**config.mk**
```make
export PLATFORM = sky130hd
export DESIGN_NAME = pfs_top
export DESIGN_NICKNAME = d
export VERILOG_FILES = /design/src/verilog/pfs_pkg.sv /design/src/verilog/pfs_fault_if.sv /design/src/verilog/pfs_top.sv /design/src/verilog/pfs_addr_sel.sv /design/src/verilog/pfs_fault_ctrl.sv
export SDC_FILE = /design/constraint.sdc
export NUM_CORES = 1
export LEC_CHECK = 0
export BUFFER_PORTS_ARGS = -buffer_cell sky130_fd_sc_hd__buf_2
export CAP_MARGIN = 20
export CORE_UTILIZATION = 60
export DETAILED_ROUTE_END_ITERATION = 10
export GPL_TIMING_DRIVEN = 0
export PLACE_DENSITY = 0.84
export SLEW_MARGIN = 10
export SYNTH_ARGS = -nofsm -noshare
export SYNTH_HDL_FRONTEND = slang
export SYNTH_HIERARCHICAL = 1
export SYNTH_SLANG_ARGS = --single-unit
```
**constraint.sdc**
```tcl
create_clock -name clk_in -period 4.65 [get_ports clk_in]
set_clock_uncertainty 0.15 [all_clocks]
set_input_delay 0.93 -clock clk_in [delete_from_list [all_inputs] [get_ports clk_in]]
set_output_delay 0.93 -clock clk_in [all_outputs]
set_load 0.05 [all_outputs]
```
**src/verilog/pfs_pkg.sv**
```systemverilog
package pfs_pkg;
  localparam int FLT_W = 7;
  localparam int F_VIN_UV = 0;
  localparam int F_UV = 1;
  localparam int F_OV = 2;
  localparam int F_HIGH_SIDE_OVERCURRENT = 3;
  localparam int F_LOW_SIDE_OVERCURRENT = 4;
  localparam int F_OT = 5;
  localparam int F_TSD = 6;
  localparam logic [6:0] ADDR_FALLBACK = 7'h7F;
  localparam logic [6:0] ADDR_ARA = 7'h0C;
  localparam logic [7:0] CMD_CLEAR_FAULTS = 8'h03;
  localparam logic [7:0] CMD_STORE_ALL = 8'h15;
  localparam logic [7:0] CMD_STATUS_BYTE = 8'h78;
  localparam logic [7:0] CRC_POLY = 8'h07;
  localparam logic [7:0] IDLE_BYTE = 8'hFF;
  localparam logic [1:0] NB_SEND = 2'h1;
  localparam logic [1:0] NB_SEND_PEC = 2'h2;
  localparam logic [2:0] OC_LIMIT = 3'h7;
  localparam int HICCUP_SS_PERIODS = 7;
  localparam int CLK_MHZ = 200;
  localparam int SS_TIME_US = 1000;
  localparam int SS_CYCLES = SS_TIME_US * CLK_MHZ;
  localparam int ADDR_DIGITS = 8;
  localparam logic [7:0] ADDR_BAND_EDGE [0:8] = '{8'h08, 8'h14, 8'h1E, 8'h2C, 8'h40,
    8'h60, 8'h90, 8'hD0, 8'hF8};
  localparam logic [3:0] REG_CTRL = 4'h0;
  localparam logic [3:0] REG_STATUS = 4'h4;
  localparam logic [3:0] REG_NVM = 4'h8;
  localparam int CFG_W = 3;
  localparam int CTRL_CONT = 0;
  localparam int CTRL_ARA_OFF = 1;
  localparam int CTRL_MASK = 2;
  localparam int CTRL_CLR = 3;
  localparam logic [CFG_W-1:0] CFG_RST = 3'h0;
endpackage

```
**src/verilog/pfs_fault_if.sv**
```systemverilog
`timescale 1ns/100ps
interface pfs_fault_if import pfs_pkg::*; ();
  logic continuous;
  logic [FLT_W-1:0] active;
  logic [FLT_W-1:0] event_p;
  modport ctrl(input continuous, output active, output event_p);
  modport sup(output continuous, input active, input event_p);
endinterface

```
**src/verilog/pfs_top.sv**
```systemverilog
`timescale 1ns/100ps
module pfs_top import pfs_pkg::*; #(
  parameter int SS_CYC = SS_CYCLES
) (
  // Clock and reset
  input wire logic clk_in,
  input wire logic reset_n_in,
  // Register port
  input wire logic [3:0] reg_addr_in,
  input wire logic [15:0] reg_wdata_in,
  input wire logic reg_wr_in,
  input wire logic reg_rd_in,
  output logic [15:0] reg_rdata_out,
  // Management link
  input wire logic scl_in,
  input wire logic sda_in,
  output logic sda_out,
  output logic sda_oe_out,
  output logic smbalert_out,
  output logic smbalert_oe_out,
  // Address select codes, from the on-chip converter
  input wire logic [7:0] addr_select_low_in,
  input wire logic [7:0] addr_select_high_in,
  // Fault sensing
  input wire logic input_undervoltage_in,
  input wire logic output_undervoltage_in,
  input wire logic output_overvoltage_in,
  input wire logic power_good_window_in,
  input wire logic high_side_overcurrent_in,
  input wire logic low_side_overcurrent_in,
  input wire logic external_overtemp_in,
  input wire logic thermal_shutdown_in,
  input wire logic temp_reset_ok_in,
  input wire logic cycle_end_in,
  input wire logic soft_start_done_in,
  // Power stage
  output logic high_side_enable_out,
  output logic low_side_enable_out,
  output logic low_gate_drive_force_out,
  output logic soft_start_req_out,
  // Non-volatile configuration
  input wire logic [CFG_W-1:0] nvm_default_in,
  output logic [CFG_W-1:0] nvm_image_out,
  output logic nvm_store_out
);
  typedef enum logic [2:0] {B_IDLE, B_RX, B_RXACK, B_ACKHOLD, B_TX, B_TXACK} pfs_bus_e;

  pfs_fault_if flt();
  logic [6:0] my_addr;
  logic addr_fb;

  pfs_addr_sel u_addr (
    .clk_in(clk_in),
    .reset_n_in(reset_n_in),
    .addr_select_low_in(addr_select_low_in),
    .addr_select_high_in(addr_select_high_in),
    .addr_out(my_addr),
    .fallback_out(addr_fb)
  );

  pfs_fault_ctrl #(
    .HIC_CYC(SS_CYC * HICCUP_SS_PERIODS)
  ) u_fault (
    .clk_in(clk_in),
    .reset_n_in(reset_n_in),
    .flt(flt),
    .sense_in({cycle_end_in, soft_start_done_in, temp_reset_ok_in, thermal_shutdown_in,
      external_overtemp_in, power_good_window_in, low_side_overcurrent_in,
      high_side_overcurrent_in, output_overvoltage_in, output_undervoltage_in,
      input_undervoltage_in}),
    .high_side_enable_out(high_side_enable_out),
    .low_side_enable_out(low_side_enable_out),
    .low_gate_drive_force_out(low_gate_drive_force_out),
    .soft_start_req_out(soft_start_req_out)
  );

  // either bus rate
  // Link synchronisers; 200 MHz gives ample samples per bit at either rate
  logic scl_s1_ff, scl_s2_ff, scl_s3_ff;
  logic sda_s1_ff, sda_s2_ff, sda_s3_ff;
  logic scl_rise, scl_fall, start_det, stop_det;

  // Link state
  pfs_bus_e bst_ff, nxt_bst;
  logic [2:0] bit_ff, nxt_bit;
  logic [7:0] shift_ff, nxt_shift;
  logic addr_ph_ff, nxt_addr_ph;
  logic rd_ff, nxt_rd;
  logic ara_ff, nxt_ara;
  logic [7:0] cmd_ff, nxt_cmd;
  logic [1:0] nb_ff, nxt_nb;
  logic txn_ff, nxt_txn;
  logic [7:0] crc_ff, nxt_crc;
  logic oe_ff, nxt_oe;
  logic frame_ff, nxt_frame;
  logic exec, ara_done;
  logic [7:0] rx_byte, tx_byte;
  logic me_hit, ara_hit;

  // Supervisor state
  logic [CFG_W-1:0] cfg_ff, nxt_cfg;
  logic loaded_ff, nxt_loaded;
  logic [CFG_W-1:0] img_ff, nxt_img;
  logic store_ff, nxt_store;
  logic [FLT_W-1:0] sticky_ff, nxt_sticky;
  logic alert_ff, nxt_alert;
  logic [15:0] rdata_ff, nxt_rdata;
  logic alert_drive, clr_all, ctrl_wr;

  function automatic logic [7:0] crc_step(input logic [7:0] c, input logic b);
    crc_step = {c[6:0], 1'b0} ^ ((c[7] ^ b) ? CRC_POLY : 8'h00);
  endfunction

  assign scl_rise = scl_s2_ff & ~scl_s3_ff;
  assign scl_fall = ~scl_s2_ff & scl_s3_ff;
  assign start_det = scl_s2_ff & scl_s3_ff & sda_s3_ff & ~sda_s2_ff;
  assign stop_det = scl_s2_ff & scl_s3_ff & ~sda_s3_ff & sda_s2_ff;
  assign alert_drive = alert_ff & ~cfg_ff[CTRL_MASK];

  always_comb begin
    nxt_bst = bst_ff;
    nxt_bit = bit_ff;
    nxt_shift = shift_ff;
    nxt_addr_ph = addr_ph_ff;
    nxt_rd = rd_ff;
    nxt_ara = ara_ff;
    nxt_cmd = cmd_ff;
    nxt_nb = nb_ff;
    nxt_txn = txn_ff;
    nxt_crc = crc_ff;
    nxt_oe = oe_ff;
    nxt_frame = frame_ff;
    exec = 1'b0;
    ara_done = 1'b0;
    rx_byte = {shift_ff[6:0], sda_s2_ff};
    me_hit = (rx_byte[7:1] == my_addr);
    // answer alert response only while alerting
    ara_hit = (rx_byte[7:1] == ADDR_ARA) & rx_byte[0] & alert_drive;
    tx_byte = IDLE_BYTE;
    if (txn_ff) begin
      tx_byte = crc_ff;
    end else if (ara_ff) begin
      tx_byte = {my_addr, 1'b0};
    end else if (cmd_ff == CMD_STATUS_BYTE) begin
      tx_byte = {alert_drive, sticky_ff};
    end
    if (start_det) begin
      nxt_bst = B_RX;
      nxt_bit = 3'h0;
      nxt_addr_ph = 1'b1;
      nxt_oe = 1'b0;
      nxt_txn = 1'b0;
      // Repeated start keeps the running checksum
      if (!frame_ff) begin
        nxt_crc = 8'h00;
        nxt_nb = 2'h0;
      end
    end else if (stop_det) begin
      nxt_bst = B_IDLE;
      nxt_oe = 1'b0;
      nxt_frame = 1'b0;
      exec = frame_ff & ~rd_ff & ((nb_ff == NB_SEND) |
        ((nb_ff == NB_SEND_PEC) & (crc_ff == 8'h00)));
    end else begin
      case (bst_ff)
        B_RX: begin
          if (scl_rise) begin
            nxt_shift = rx_byte;
            nxt_crc = crc_step(crc_ff, sda_s2_ff);
            nxt_bit = bit_ff + 3'h1;
            if (bit_ff == 3'h7) begin
              nxt_bst = B_RXACK;
              nxt_addr_ph = 1'b0;
              if (addr_ph_ff) begin
                nxt_rd = rx_byte[0];
                nxt_ara = ara_hit;
                nxt_frame = me_hit | ara_hit;
                if (!(me_hit || ara_hit)) begin
                  nxt_bst = B_IDLE;
                end
              end else begin
                if (nb_ff == 2'h0) begin
                  nxt_cmd = rx_byte;
                end
                if (nb_ff != 2'h3) begin
                  nxt_nb = nb_ff + 2'h1;
                end
              end
            end
          end
        end
        B_RXACK: begin
          if (scl_fall) begin
            nxt_oe = 1'b1;
            nxt_bst = B_ACKHOLD;
          end
        end
        B_ACKHOLD: begin
          if (scl_fall) begin
            if (rd_ff) begin
              nxt_shift = tx_byte;
              nxt_oe = ~tx_byte[7];
              nxt_bst = B_TX;
            end else begin
              nxt_oe = 1'b0;
              nxt_bst = B_RX;
            end
          end
        end
        B_TX: begin
          if (scl_rise) begin
            nxt_crc = crc_step(crc_ff, sda_s2_ff);
            nxt_bit = bit_ff + 3'h1;
            if (bit_ff == 3'h7) begin
              nxt_bst = B_TXACK;
            end
          end else if (scl_fall) begin
            nxt_shift = {shift_ff[6:0], 1'b0};
            nxt_oe = ~shift_ff[6];
          end
        end
        B_TXACK: begin
          if (scl_fall) begin
            nxt_oe = 1'b0;
          end else if (scl_rise) begin
            ara_done = ara_ff & ~txn_ff;
            nxt_txn = 1'b1;
            // host ack asks for the checksum byte
            nxt_bst = sda_s2_ff ? B_IDLE : B_ACKHOLD;
          end
        end
        B_IDLE: nxt_bst = B_IDLE;
        default: nxt_bst = B_IDLE;
      endcase
    end
  end

  always_ff @(posedge clk_in) begin
    if (!reset_n_in) begin
      scl_s1_ff <= 1'b1;
      scl_s2_ff <= 1'b1;
      scl_s3_ff <= 1'b1;
      sda_s1_ff <= 1'b1;
      sda_s2_ff <= 1'b1;
      sda_s3_ff <= 1'b1;
      bst_ff <= B_IDLE;
      bit_ff <= 3'h0;
      shift_ff <= 8'h00;
      addr_ph_ff <= 1'b0;
      rd_ff <= 1'b0;
      ara_ff <= 1'b0;
      cmd_ff <= 8'h00;
      nb_ff <= 2'h0;
      txn_ff <= 1'b0;
      crc_ff <= 8'h00;
      oe_ff <= 1'b0;
      frame_ff <= 1'b0;
    end else begin
      scl_s1_ff <= scl_in;
      scl_s2_ff <= scl_s1_ff;
      scl_s3_ff <= scl_s2_ff;
      sda_s1_ff <= sda_in;
      sda_s2_ff <= sda_s1_ff;
      sda_s3_ff <= sda_s2_ff;
      bst_ff <= nxt_bst;
      bit_ff <= nxt_bit;
      shift_ff <= nxt_shift;
      addr_ph_ff <= nxt_addr_ph;
      rd_ff <= nxt_rd;
      ara_ff <= nxt_ara;
      cmd_ff <= nxt_cmd;
      nb_ff <= nxt_nb;
      txn_ff <= nxt_txn;
      crc_ff <= nxt_crc;
      oe_ff <= nxt_oe;
      frame_ff <= nxt_frame;
    end
  end

  always_comb begin
    ctrl_wr = reg_wr_in & (reg_addr_in == REG_CTRL);
    clr_all = (exec & (cmd_ff == CMD_CLEAR_FAULTS)) | (ctrl_wr & reg_wdata_in[CTRL_CLR]);
    nxt_loaded = 1'b1;
    nxt_cfg = cfg_ff;
    // defaults come from nvm_default_in, once after reset
    if (!loaded_ff) begin
      nxt_cfg = nvm_default_in;
    end else if (ctrl_wr) begin
      nxt_cfg = reg_wdata_in[CFG_W-1:0];
    end
    nxt_store = exec & (cmd_ff == CMD_STORE_ALL);
    nxt_img = nxt_store ? cfg_ff : img_ff;
    nxt_sticky = (sticky_ff & ~{FLT_W{clr_all}}) | flt.event_p;
    nxt_alert = (alert_ff & ~(clr_all | (ara_done & ~cfg_ff[CTRL_ARA_OFF]))) |
      (|flt.event_p);
    nxt_rdata = 16'h0000;
    if (reg_rd_in) begin
      case (reg_addr_in)
        REG_CTRL: nxt_rdata = {13'h0000, cfg_ff};
        REG_STATUS: nxt_rdata = {addr_fb, my_addr, alert_drive, sticky_ff};
        REG_NVM: nxt_rdata = {13'h0000, img_ff};
        default: nxt_rdata = 16'h0000;
      endcase
    end
  end

  always_ff @(posedge clk_in) begin
    if (!reset_n_in) begin
      cfg_ff <= CFG_RST;
      loaded_ff <= 1'b0;
      img_ff <= CFG_RST;
      store_ff <= 1'b0;
      sticky_ff <= '0;
      alert_ff <= 1'b0;
      rdata_ff <= 16'h0000;
    end else begin
      cfg_ff <= nxt_cfg;
      loaded_ff <= nxt_loaded;
      img_ff <= nxt_img;
      store_ff <= nxt_store;
      sticky_ff <= nxt_sticky;
      alert_ff <= nxt_alert;
      rdata_ff <= nxt_rdata;
    end
  end

  assign flt.continuous = cfg_ff[CTRL_CONT];
  assign reg_rdata_out = rdata_ff;
  // data and alert lines only; clock line never driven
  assign sda_out = 1'b0;
  assign sda_oe_out = oe_ff;
  assign smbalert_out = 1'b0;
  assign smbalert_oe_out = alert_drive;
  assign nvm_image_out = img_ff;
  assign nvm_store_out = store_ff;
endmodule

```
**src/verilog/pfs_addr_sel.sv**
```systemverilog
`timescale 1ns/100ps
module pfs_addr_sel import pfs_pkg::*; (
  // Clock and reset
  input wire logic clk_in,
  input wire logic reset_n_in,
  // Digitised select pin codes
  input wire logic [7:0] addr_select_low_in,
  input wire logic [7:0] addr_select_high_in,
  // Result
  output logic [6:0] addr_out,
  output logic fallback_out
);
  logic [3:0] lo;
  logic [3:0] hi;
  logic [6:0] nxt_addr;
  logic nxt_fb;

  function automatic logic [3:0] band(input logic [7:0] code);
    logic [3:0] r;
    r = 4'h0;
    for (int i = 0; i < ADDR_DIGITS; i++) begin
      if (code >= ADDR_BAND_EDGE[i] && code < ADDR_BAND_EDGE[i+1]) begin
        r = {1'b1, 3'(i)};
      end
    end
    return r;
  endfunction

  always_comb begin
    lo = band(addr_select_low_in);
    hi = band(addr_select_high_in);
    nxt_fb = ~(lo[3] & hi[3]);
    nxt_addr = {1'b0, hi[2:0], lo[2:0]};
    if (nxt_fb) begin
      nxt_addr = ADDR_FALLBACK;
    end
  end

  always_ff @(posedge clk_in) begin
    if (!reset_n_in) begin
      addr_out <= ADDR_FALLBACK;
      fallback_out <= 1'b1;
    end else begin
      addr_out <= nxt_addr;
      fallback_out <= nxt_fb;
    end
  end
endmodule

```
**src/verilog/pfs_fault_ctrl.sv**
```systemverilog
`timescale 1ns/100ps
module pfs_fault_ctrl import pfs_pkg::*; #(
  parameter int HIC_CYC = SS_CYCLES * HICCUP_SS_PERIODS
) (
  // Clock and reset
  input wire logic clk_in,
  input wire logic reset_n_in,
  // Supervisor side
  pfs_fault_if.ctrl flt,
  // Raw sense levels, asynchronous
  input wire logic [10:0] sense_in,
  // Power stage
  output logic high_side_enable_out,
  output logic low_side_enable_out,
  output logic low_gate_drive_force_out,
  output logic soft_start_req_out
);
  typedef enum logic [2:0] {ST_RUN, ST_OV, ST_LATCH, ST_HICCUP, ST_HOT, ST_VIN} pfs_flt_e;
  pfs_flt_e st_ff, nxt_st;
  logic [10:0] s1_ff, s2_ff;
  logic cend_prev_ff;
  logic [2:0] oc_cnt_ff, nxt_oc_cnt;
  logic oc_seen_ff, nxt_oc_seen;
  logic [23:0] hic_ff, nxt_hic;
  logic ss_req_ff, nxt_ss_req;
  logic [FLT_W-1:0] evt_ff, nxt_evt;
  logic vin_uv, uv, ov, pg, high_side_overcurrent, low_side_overcurrent, ot, thermal_shutdown, tmp_ok, ss_done, cend, oc_trip, oc_over, hot;

  always_comb begin
    {cend, ss_done, tmp_ok, thermal_shutdown, ot, pg, low_side_overcurrent, high_side_overcurrent, ov, uv, vin_uv} = s2_ff;
    oc_trip = high_side_overcurrent | low_side_overcurrent;
    hot = thermal_shutdown | ot;
    nxt_st = st_ff;
    nxt_hic = hic_ff;
    nxt_ss_req = 1'b0;
    nxt_evt = '0;
    nxt_oc_cnt = oc_cnt_ff;
    nxt_oc_seen = (oc_seen_ff | oc_trip) & ~(cend & ~cend_prev_ff);
    if (cend && !cend_prev_ff) begin
      nxt_oc_cnt = (oc_seen_ff | oc_trip) ? oc_cnt_ff + 3'h1 : 3'h0;
    end
    oc_over = (nxt_oc_cnt == OC_LIMIT);
    if (st_ff != ST_RUN) begin
      nxt_oc_cnt = 3'h0;
    end
    case (st_ff)
      ST_RUN: begin
        if (hot) begin
          nxt_st = ST_HOT;
          nxt_evt[F_TSD] = thermal_shutdown;
          nxt_evt[F_OT] = ot;
        end else if (vin_uv) begin
          nxt_st = ST_VIN;
          nxt_evt[F_VIN_UV] = 1'b1;
        end else if (ov) begin
          nxt_st = ST_OV;
          nxt_evt[F_OV] = 1'b1;
        end else if ((uv && ss_done) || oc_over) begin
          nxt_evt[F_UV] = uv & ss_done;
          nxt_evt[F_HIGH_SIDE_OVERCURRENT] = oc_over & high_side_overcurrent;
          nxt_evt[F_LOW_SIDE_OVERCURRENT] = oc_over & ~high_side_overcurrent;
          nxt_st = flt.continuous ? ST_HICCUP : ST_LATCH;
          nxt_hic = '0;
        end
      end
      ST_OV: begin
        if (hot) begin
          nxt_st = ST_HOT;
        end else if (uv) begin
          nxt_evt[F_UV] = 1'b1;
          nxt_st = flt.continuous ? ST_HICCUP : ST_LATCH;
          nxt_hic = '0;
        end else if (pg && !ov) begin
          nxt_st = ST_RUN;
        end
      end
      ST_HOT: begin
        if (tmp_ok && !hot) begin
          nxt_st = ST_HICCUP;
          nxt_hic = '0;
        end
      end
      ST_HICCUP: begin
        nxt_hic = hic_ff + 24'h1;
        if (hot) begin
          nxt_st = ST_HOT;
        end else if (hic_ff == 24'(HIC_CYC - 1)) begin
          nxt_st = ST_RUN;
          nxt_ss_req = 1'b1;
        end
      end
      ST_VIN: begin
        if (!vin_uv) begin
          nxt_st = ST_RUN;
          nxt_ss_req = 1'b1;
        end
      end
      ST_LATCH: nxt_st = ST_LATCH;
      default: nxt_st = ST_LATCH;
    endcase
  end

  always_ff @(posedge clk_in) begin
    if (!reset_n_in) begin
      s1_ff <= '0;
      s2_ff <= '0;
      cend_prev_ff <= 1'b0;
      st_ff <= ST_RUN;
      oc_cnt_ff <= 3'h0;
      oc_seen_ff <= 1'b0;
      hic_ff <= '0;
      ss_req_ff <= 1'b0;
      evt_ff <= '0;
    end else begin
      s1_ff <= sense_in;
      s2_ff <= s1_ff;
      cend_prev_ff <= cend;
      st_ff <= nxt_st;
      oc_cnt_ff <= nxt_oc_cnt;
      oc_seen_ff <= nxt_oc_seen;
      hic_ff <= nxt_hic;
      ss_req_ff <= nxt_ss_req;
      evt_ff <= nxt_evt;
    end
  end

  assign high_side_enable_out = (st_ff == ST_RUN) & ~high_side_overcurrent;
  assign low_side_enable_out = (st_ff == ST_RUN) | (st_ff == ST_OV);
  assign low_gate_drive_force_out = (st_ff == ST_OV);
  assign soft_start_req_out = ss_req_ff;
  assign flt.event_p = evt_ff;
  assign flt.active = {st_ff == ST_HOT, st_ff == ST_HOT, 2'b00, st_ff == ST_OV,
    st_ff == ST_LATCH, st_ff == ST_VIN};
endmodule

```
Yosys cells after proc, flatten, opt, wreduce, memory -nomap -nowiden
Index checks and enable logic that the tools add are counted.
Operators by class
  bitwise gates (word level): 63
  $add $sub $neg: 4
  muxes and demuxes: 119
  reduce and logical (&&, ||, !) cells: 72
  equality and inequality tests: 57
  $lt $le $gt $ge: 32
Operators with widths (count)
  $mux W24: 7
  $pmux W24 S4: 1
  $mux W3: 25
  $mux W4: 16
  $mux W8: 8
  $lt A8 B8 Y1 const B: 6
  $pmux W16 S3: 1
  $mux W7: 6
  $ne A2 B2 Y1 const B: 21
  $mux W1: 37
  $ge A8 B5 Y1 const B: 4
  $ge A8 B7 Y1 const B: 4
  $ge A8 B8 Y1 const B: 4
  $lt A8 B5 Y1 const B: 4
  $lt A8 B7 Y1 const B: 4
  $ne A4 B4 Y1 const B: 8
  $reduce_and A8 Y1: 4
  $pmux W3 S5: 2
  $and A1 B1 Y1: 27
  $add A24 B1 Y24 const B: 1
  $eq A24 B21 Y1 const B: 1
  $mux W2: 12
  $not A1 Y1: 22
  $pmux W7 S3: 1
  50 further kinds: 121
Storage, ports and cells
  register bits after elaboration: 145
  output and inout bits: 28
  word-level logic and storage cells: 394

Logic depth before layout (Yosys ltp)
Gate-level depths: netlist (run 1).
  word-level depth: 13
  mapped depth: 8
  depth with buffers taken out: 7

Modules after synthesis
The synthesis (run 1) kept the hierarchy.
By module, submodules not included
  pfs_top: area an instance 3504.6 um^2, cells each 396, instances 1
  pfs_fault_ctrl: area an instance 2914.0 um^2, cells each 338, instances 1
  pfs_addr_sel: area an instance 510.5 um^2, cells each 66, instances 1

Worst setup path after synthesis (run 1)
OpenSTA, ideal clock, no wires.
  path kind: flip-flop to output port
  start: register u_fault.st_ff[2]
  end: output low_gate_drive_force_out
  cell stages (with the launch flop): 4
  required time: 3.570 ns
  path slack: 1.796 ns
  path buffers: 2
  arrival time: 1.774 ns
  cells stage by stage: dfxtp_1 clkbuf_1 clkbuf_1 nor3_1
On the way
  cells in the longest elaborated chain, start to end: 1
Ends and longest elaborated chain
  start, declared: RTL line pfs_fault_ctrl.sv:19  | pfs_flt_e st_ff, nxt_st;
  start signal, assigned: RTL line pfs_fault_ctrl.sv:118  | st_ff <= nxt_st;
  $eq A3 B1 Y1: RTL line pfs_fault_ctrl.sv:129  | assign low_gate_drive_force_out = (st_ff == ST_OV);
  end, declared: RTL line pfs_top.sv:39  | output logic low_gate_drive_force_out,
No other way between the ends.

Worst setup path in the final report (run 1)
  start: register u_fault.st_ff[2]
  end: register u_fault.hic_ff[19]
On the way
  cells in the longest elaborated chain, start to end: 3
Ends and longest elaborated chain
  $eq A3 B3 Y1 (tied with other cells)
  $ne A2 B1 Y1 (no source line) (tied with other cells)
  $reduce_and A8 Y1 (no source line)
  end signal, assigned: RTL line pfs_fault_ctrl.sv:121  | hic_ff <= nxt_hic;
  end, declared: RTL line pfs_fault_ctrl.sv:24  | logic [23:0] hic_ff, nxt_hic;
Several ways; a longest one is shown, not always the timed one.
A chain may end at the register's enable or synchronous reset.

==> flow_summary.toml, run 1 <==
[die]
coreArea_sq_um = 11030
num_io_pins = 84
die_area_sq_um = 11920
fp.dieH_um = 109.2
die_w_um = 109.2
rows = 38
initial_utilization = 0.6247

[hold_path]
min_from = "scl_s1_ff"
min_to = "scl_s2_ff"
whs_path_depth = 1
hold_path_class = "flop to flop"

[sta]
setup_viol = 0
rsz0062_at_grt = "no"
post-route-min-period_ns = 3.007
fin_crit_sh = 0.6468
whs_ns = 0.2677
slew_violations = 0
hold_viol_final = 0
fmax_ghz = 0.3325
tightestPinTransition_ns = 0.9830
fin_setup_tns_ns = 0
slew_headroom = 0.3396

[worst_setup_path]
crit_fanout = 10
worstSetupEndpointType = "flop"
startpoint_type = "flop"
worst-setup-path-type = "flop to flop"
arrival_ns = 3.21
critPathMaxStageDelay_ns = 0.68
cp_slowest_cell = "a2111oi_0"
r2r_start = "u_fault/st_ff[2]"
worst-r2r-cell-count = 8
r2r_setup_slack_ns = 1.64
r2r_end = "u_fault/hic_ff[19]"
path_cells = "clkbuf_1 > a2111oi_0 > o21ai_0 > o21ai_1 > buf_2 > o21ai_2 > buf_2 > a21oi_1"
critPathMostFrequentCell = "buf_2"
crit_required_ns = 4.85

[clock_network]
cts_made_buffers = 17
clock_latency_ns = 0.43
postCtsSetupBuffers = 0
clkTransAtPathRegs_ns = 0.06
cts_tree = "yes"
root_buffer = "clkbuf_16"
cts_sinks = 144
cts-resized-gates = 0
holdBufCountCts = 0
htree_levels = 4
clk_path_buf_depth = 2

[final_layout]
layout-drive-gt1-share = 0.1462
layout.nets = 941
diodes = 0
design_area_sq_um = 7948
area.growth.synth_to_final_pct = 15.34
fillerInstances = 853
stdcell_count = 1029

[global_route]
grt_overflow = 0
grt_pass1_wl_um = 28460
track_usage = 0.3127
grt_max_degree = 17
grt_pass1_vias = 6009
antenna_found_initial = 0

[detailed_routing]
drt-vias-per-instance = 6.224
post_drt_wl_per_cell_um = 17.33
drt_pass1_iterations = 7
drt-initial-drc-count = 522
drtAntennaViolNets = 0
num_vias = 6405
drc = 0
wl_um = 17830

[placed_design]
dp_cells = 997
gp_congestion = 0.9341
port_buffers = 62
hpwl_um = 12700
placed_cell_area_sq_um = 7380

[power_and_ir_drop]
p_leak_nw = 3.120
p_total_mw = 3.306
p_per_area_nw_per_um2 = 416.0
vdd_ir_drop_max_uv = 398.4

[logic_synthesis]
avgSynthCellArea_sq_um = 8.678
netlist_area_sq_um = 6890
yosys_warnings = 6
postSynthCellCount = 794

[run_status]
status = "complete, no violations"

[flow_run]
drv_cap = 0
per-layer routing:
| layer | GRT usage | wire, um | part of all wire | vias to the layer above |
|---|---|---|---|---|
| met5 | 0 | 0 | 0 | - |
| met4 | 0.1429 | 599 | 0.034 | 0 |
| met3 | 0.08727 | 1381 | 0.077 | 59 |
| met2 | 0.5314 | 8797 | 0.49 | 290 |
| met1 | 0.3636 | 7052 | 0.40 | 3009 |
| li1 | - | - | - | 3047 |
through the flow:
stage	setup WS (ns)	util
after global routing	1.456	0.7205
after CTS	1.717	0.7205
after floorplan	1.860	-
after global placement	1.866	0.6690
after detailed placement	1.817	0.6690
final	1.643	0.7205
worst max-delay path: cells and delay by family, from the launching register on:
family,cells,cell delay (ns)
AO/OA/AOI/OAI,5,1.80
buffers and inverters,3,0.67
flip-flops,1,0.29
worst max path at each step:
stage                startpoint                       end  slack, ns  cells after the start
6_report       u_fault/st_ff[2]        u_fault/hic_ff[19]       1.64                      8
3_3_place_gp   u_fault/st_ff[2]        u_fault/hic_ff[12]       1.87                      8
2_1_floorplan  u_fault/st_ff[2]  low_gate_drive_force_out       1.86                      3
3_5_place_dp   u_fault/st_ff[2]        u_fault/hic_ff[11]       1.82                      8
4_1_cts        u_fault/st_ff[1]      high_side_enable_out       1.72                      4
5_1_grt        u_fault/st_ff[2]        u_fault/hic_ff[16]       1.46                      8
cell type report:
| class | count | area [sq um] | share of cell area |
|---|---|---|---|
| Clock buffer | 20 | 456.7 | 0.05746 |
| Tap cell | 140 | 175.2 | 0.02204 |
| Sequential cell | 144 | 2883 | 0.3627 |
| Buffer | 47 | 214.0 | 0.02692 |
| Inverter | 26 | 97.59 | 0.01228 |
| Clock inverter | 12 | 111.4 | 0.01401 |
| Timing Repair Buffer | 62 | 310.3 | 0.03904 |
| Multi-Input combinational cell | 578 | 3700 | 0.4655 |
layout by cell type, fill, tap and decap left out, types with 11 or more instances in the layout:
master,instances
a21oi_1,53
and2_1,40
buf_2,70
clkbuf_1,32
clkbuf_16,17
dfxtp_1,144
inv_1,25
mux2i_1,30
nand2_1,54
nand2b_1,21
nand3_1,23
nor2_1,83
nor2b_1,12
nor3_1,15
nor4_1,11
o21ai_0,14
o31ai_1,23
or4_1,22
state kept, by name, summed over array words and instances (netlist names), 2 cells and up:
| name | cells |
|---|---|
| u_fault/hic_ff | 24 |
| reg_rdata_out | 16 |
| u_fault/s1_ff | 11 |
| u_fault/s2_ff | 11 |
| cmd_ff | 8 |
| crc_ff | 8 |
| shift_ff | 7 |
| sticky_ff | 7 |
| u_addr/addr_out | 7 |
| u_fault/flt.event_p | 7 |
| bit_ff | 3 |
| bst_ff | 3 |
| cfg_ff | 3 |
| nvm_image_out | 3 |
| u_fault/oc_cnt_ff | 3 |
| u_fault/st_ff | 3 |
| nb_ff | 2 |
where the power goes:
group	internal (mW)	switching, mW
logic	0.193	0.506
clock network	0.763	0.532
registers	1.28	0.0344
total	2.23	1.07
Power figures use the tool's default switching activity.
==> run 2, diff against run 1 <==
- CORE_UTILIZATION: 60 -> 58
- PLACE_DENSITY: 0.84 -> 0.82
- clock period: 4.65 -> 2.9 ns (I/O delays scaled with it)
==> run 2 against run 1 <==
Net effect:
- the flow now finishes with violations (DRC)
- first-iteration DRC count fell by 6.1%
- fmax rose by 10%
- die area rose by 3.4%
- critical path depth did not move
- setup slack got worse by 1.5 ns
==> flow_summary.toml, run 2 (same netlist as run 1, synthesis figures left out) <==
[worst_setup_path]
cpLargestDelayFamily = "compound AO/OA/AOI/OAI gates"
path_buf_inv = 3
critPathMaxStageDelay_ns = 0.56
startpoint_type = "flop"
worst-r2r-cell-count = 8
r2r_end = "u_fault/hic_ff[4]"
worstSetupEndpointType = "flop"
cp-startpoint = "u_fault/st_ff[2]"
arrival_ns = 2.93
crit_fanout = 10
r2r_start = "u_fault/st_ff[2]"
path_cells = "clkbuf_1 > a2111oi_1 > o21ai_1 > o21ai_1 > buf_2 > o21ai_2 > buf_2 > a21oi_1"
worst-setup-path-type = "flop to flop"
cp_slowest_cell = "a2111oi_1"
crit_required_ns = 3.11
r2r_setup_slack_ns = 0.18

[final_layout]
multi_input_area_sq_um = 3701
layout-drive-gt1-share = 0.1464
largest_reg_flops = 24
stdcell_count = 1031
diodes = 0
design_area_sq_um = 7989
mostFrequentLayoutCell = "dfxtp_1"
regArea_sq_um = 2883
area.growth.synth_to_final_pct = 15.94
layout_common_cells = "dfxtp_1 (144), nor2_1 (83), buf_2 (70)"
regMostFlops = "u_fault/hic_ff"
fillerInstances = 897
layout.nets = 941

[die]
coreArea_sq_um = 11520
initial_utilization = 0.5983
fp.dieH_um = 111.0
rows = 39
die_area_sq_um = 12320
num_io_pins = 84
die_w_um = 111.0

[sta]
fin_setup_tns_ns = 0
setup_viol = 0
rsz0062_at_grt = "no"
fmax_ghz = 0.3674
post-route-min-period_ns = 2.722
fin_crit_sh = 0.9386
slew_violations = 0
slew_headroom = 0.3982
tightestPinTransition_ns = 0.8958
hold_viol_final = 0

[clock_network]
cts_made_buffers = 17
cts_sinks = 144
cts_tree = "yes"
htree_levels = 4
clock_latency_ns = 0.43
clkTransAtPathRegs_ns = 0.06
clk_path_buf_depth = 2
root_buffer = "clkbuf_16"

[global_route]
grt_overflow = 0
antenna_found_initial = 0
grt_pass1_wl_um = 29050
track_usage = 0.2951
grt_max_degree = 17
grt_pass1_vias = 6165

[placed_design]
placed_cell_area_sq_um = 7383
gp_congestion = 0.9089
port_buffers = 62
hpwl_um = 12710
dp_cells = 1000

[detailed_routing]
post_drt_wl_per_cell_um = 16.90
wl_um = 17430
drt-initial-drc-count = 490
drt_pass1_iterations = 8
num_vias = 6260
drc = 8
drtAntennaViolNets = 0
drt-vias-per-instance = 6.072

[run_status]
violations = "DRC"
status = "complete, but fails checks"

[hold_path]
hold_path_class = "input port to flop"
min_from = "scl_in"
min_to = "scl_s1_ff"
whs_path_depth = 2

[power_and_ir_drop]
p_per_area_nw_per_um2 = 679.4
vdd_ir_drop_max_uv = 613.8
p_leak_nw = 3.144

[flow_run]
drv_cap = 0
[run 2: changes by cell type in the layout (fill, tap and decap cells not counted)]
cell        change
o21ai_0         -1
clkinvlp_4      -2
clkbuf_8        -1
bufinv_16       +2
clkinv_4        +2
a2111oi_1       +1
o21ai_1         +1
inv_6           -1
clkbuf_1        -1
a2111oi_0       -1
[run 2: per-stage QoR]
stage | total power [mW] | worst slack [ns] | utilization | hold slack, ns
final | 5.428 | 0.1780 | 0.6937 | 0.1920
after global routing | 5.643 | 0.06996 | 0.6937 | 0.1959
after CTS | 5.422 | 0.01876 | 0.6936 | 0.1884
after detailed placement | 3.233 | 0.03597 | 0.6411 | 0.2568
after global placement | 3.198 | 0.04997 | 0.6411 | 0.2417
after floorplan | 2.912 | 0.3536 | - | 0.2363
[run 2: power breakdown]
part | internal [mW] | switching (mW)
registers | 2.05 | 0.0546
logic | 0.312 | 0.803
clock network | 1.37 | 0.841
total | 3.73 | 1.70
[run 2: worst max-delay path by stage]
stage	to	depth (start not counted)
after detailed placement	u_fault/hic_ff[14]	8
after global routing	u_fault/hic_ff[15]	8
after global placement	u_fault/hic_ff[12]	8
after floorplan	u_fault/hic_ff[4]	7
after CTS	u_fault/hic_ff[4]	8
final	u_fault/hic_ff[4]	8
[run 2: final cells by class]
type,count,share of cell area
flip-flops and latches,144,0.3608
repair buffers,62,0.03884
inverters,26,0.01222
plain buffers,47,0.02678
multi-input cells,578,0.4633
well taps,143,0.02240
clock inverters,13,0.02067
clock buffers,18,0.05497
[run 2: what timing repair did]
action	CTS	global route
setup endpoints to repair	0	26
resized for setup	0	2
hold buffers	0	0
buffers inserted	0	0
[run 2: metal layers]
metal  vias up  routed length, um  GRT usage
met2       218               8826     0.5245
met3        34               1064    0.07818
met4         0                376     0.1242
met5         -                  0          0
met1      2954               7160     0.3325
li1       3054                  -          -
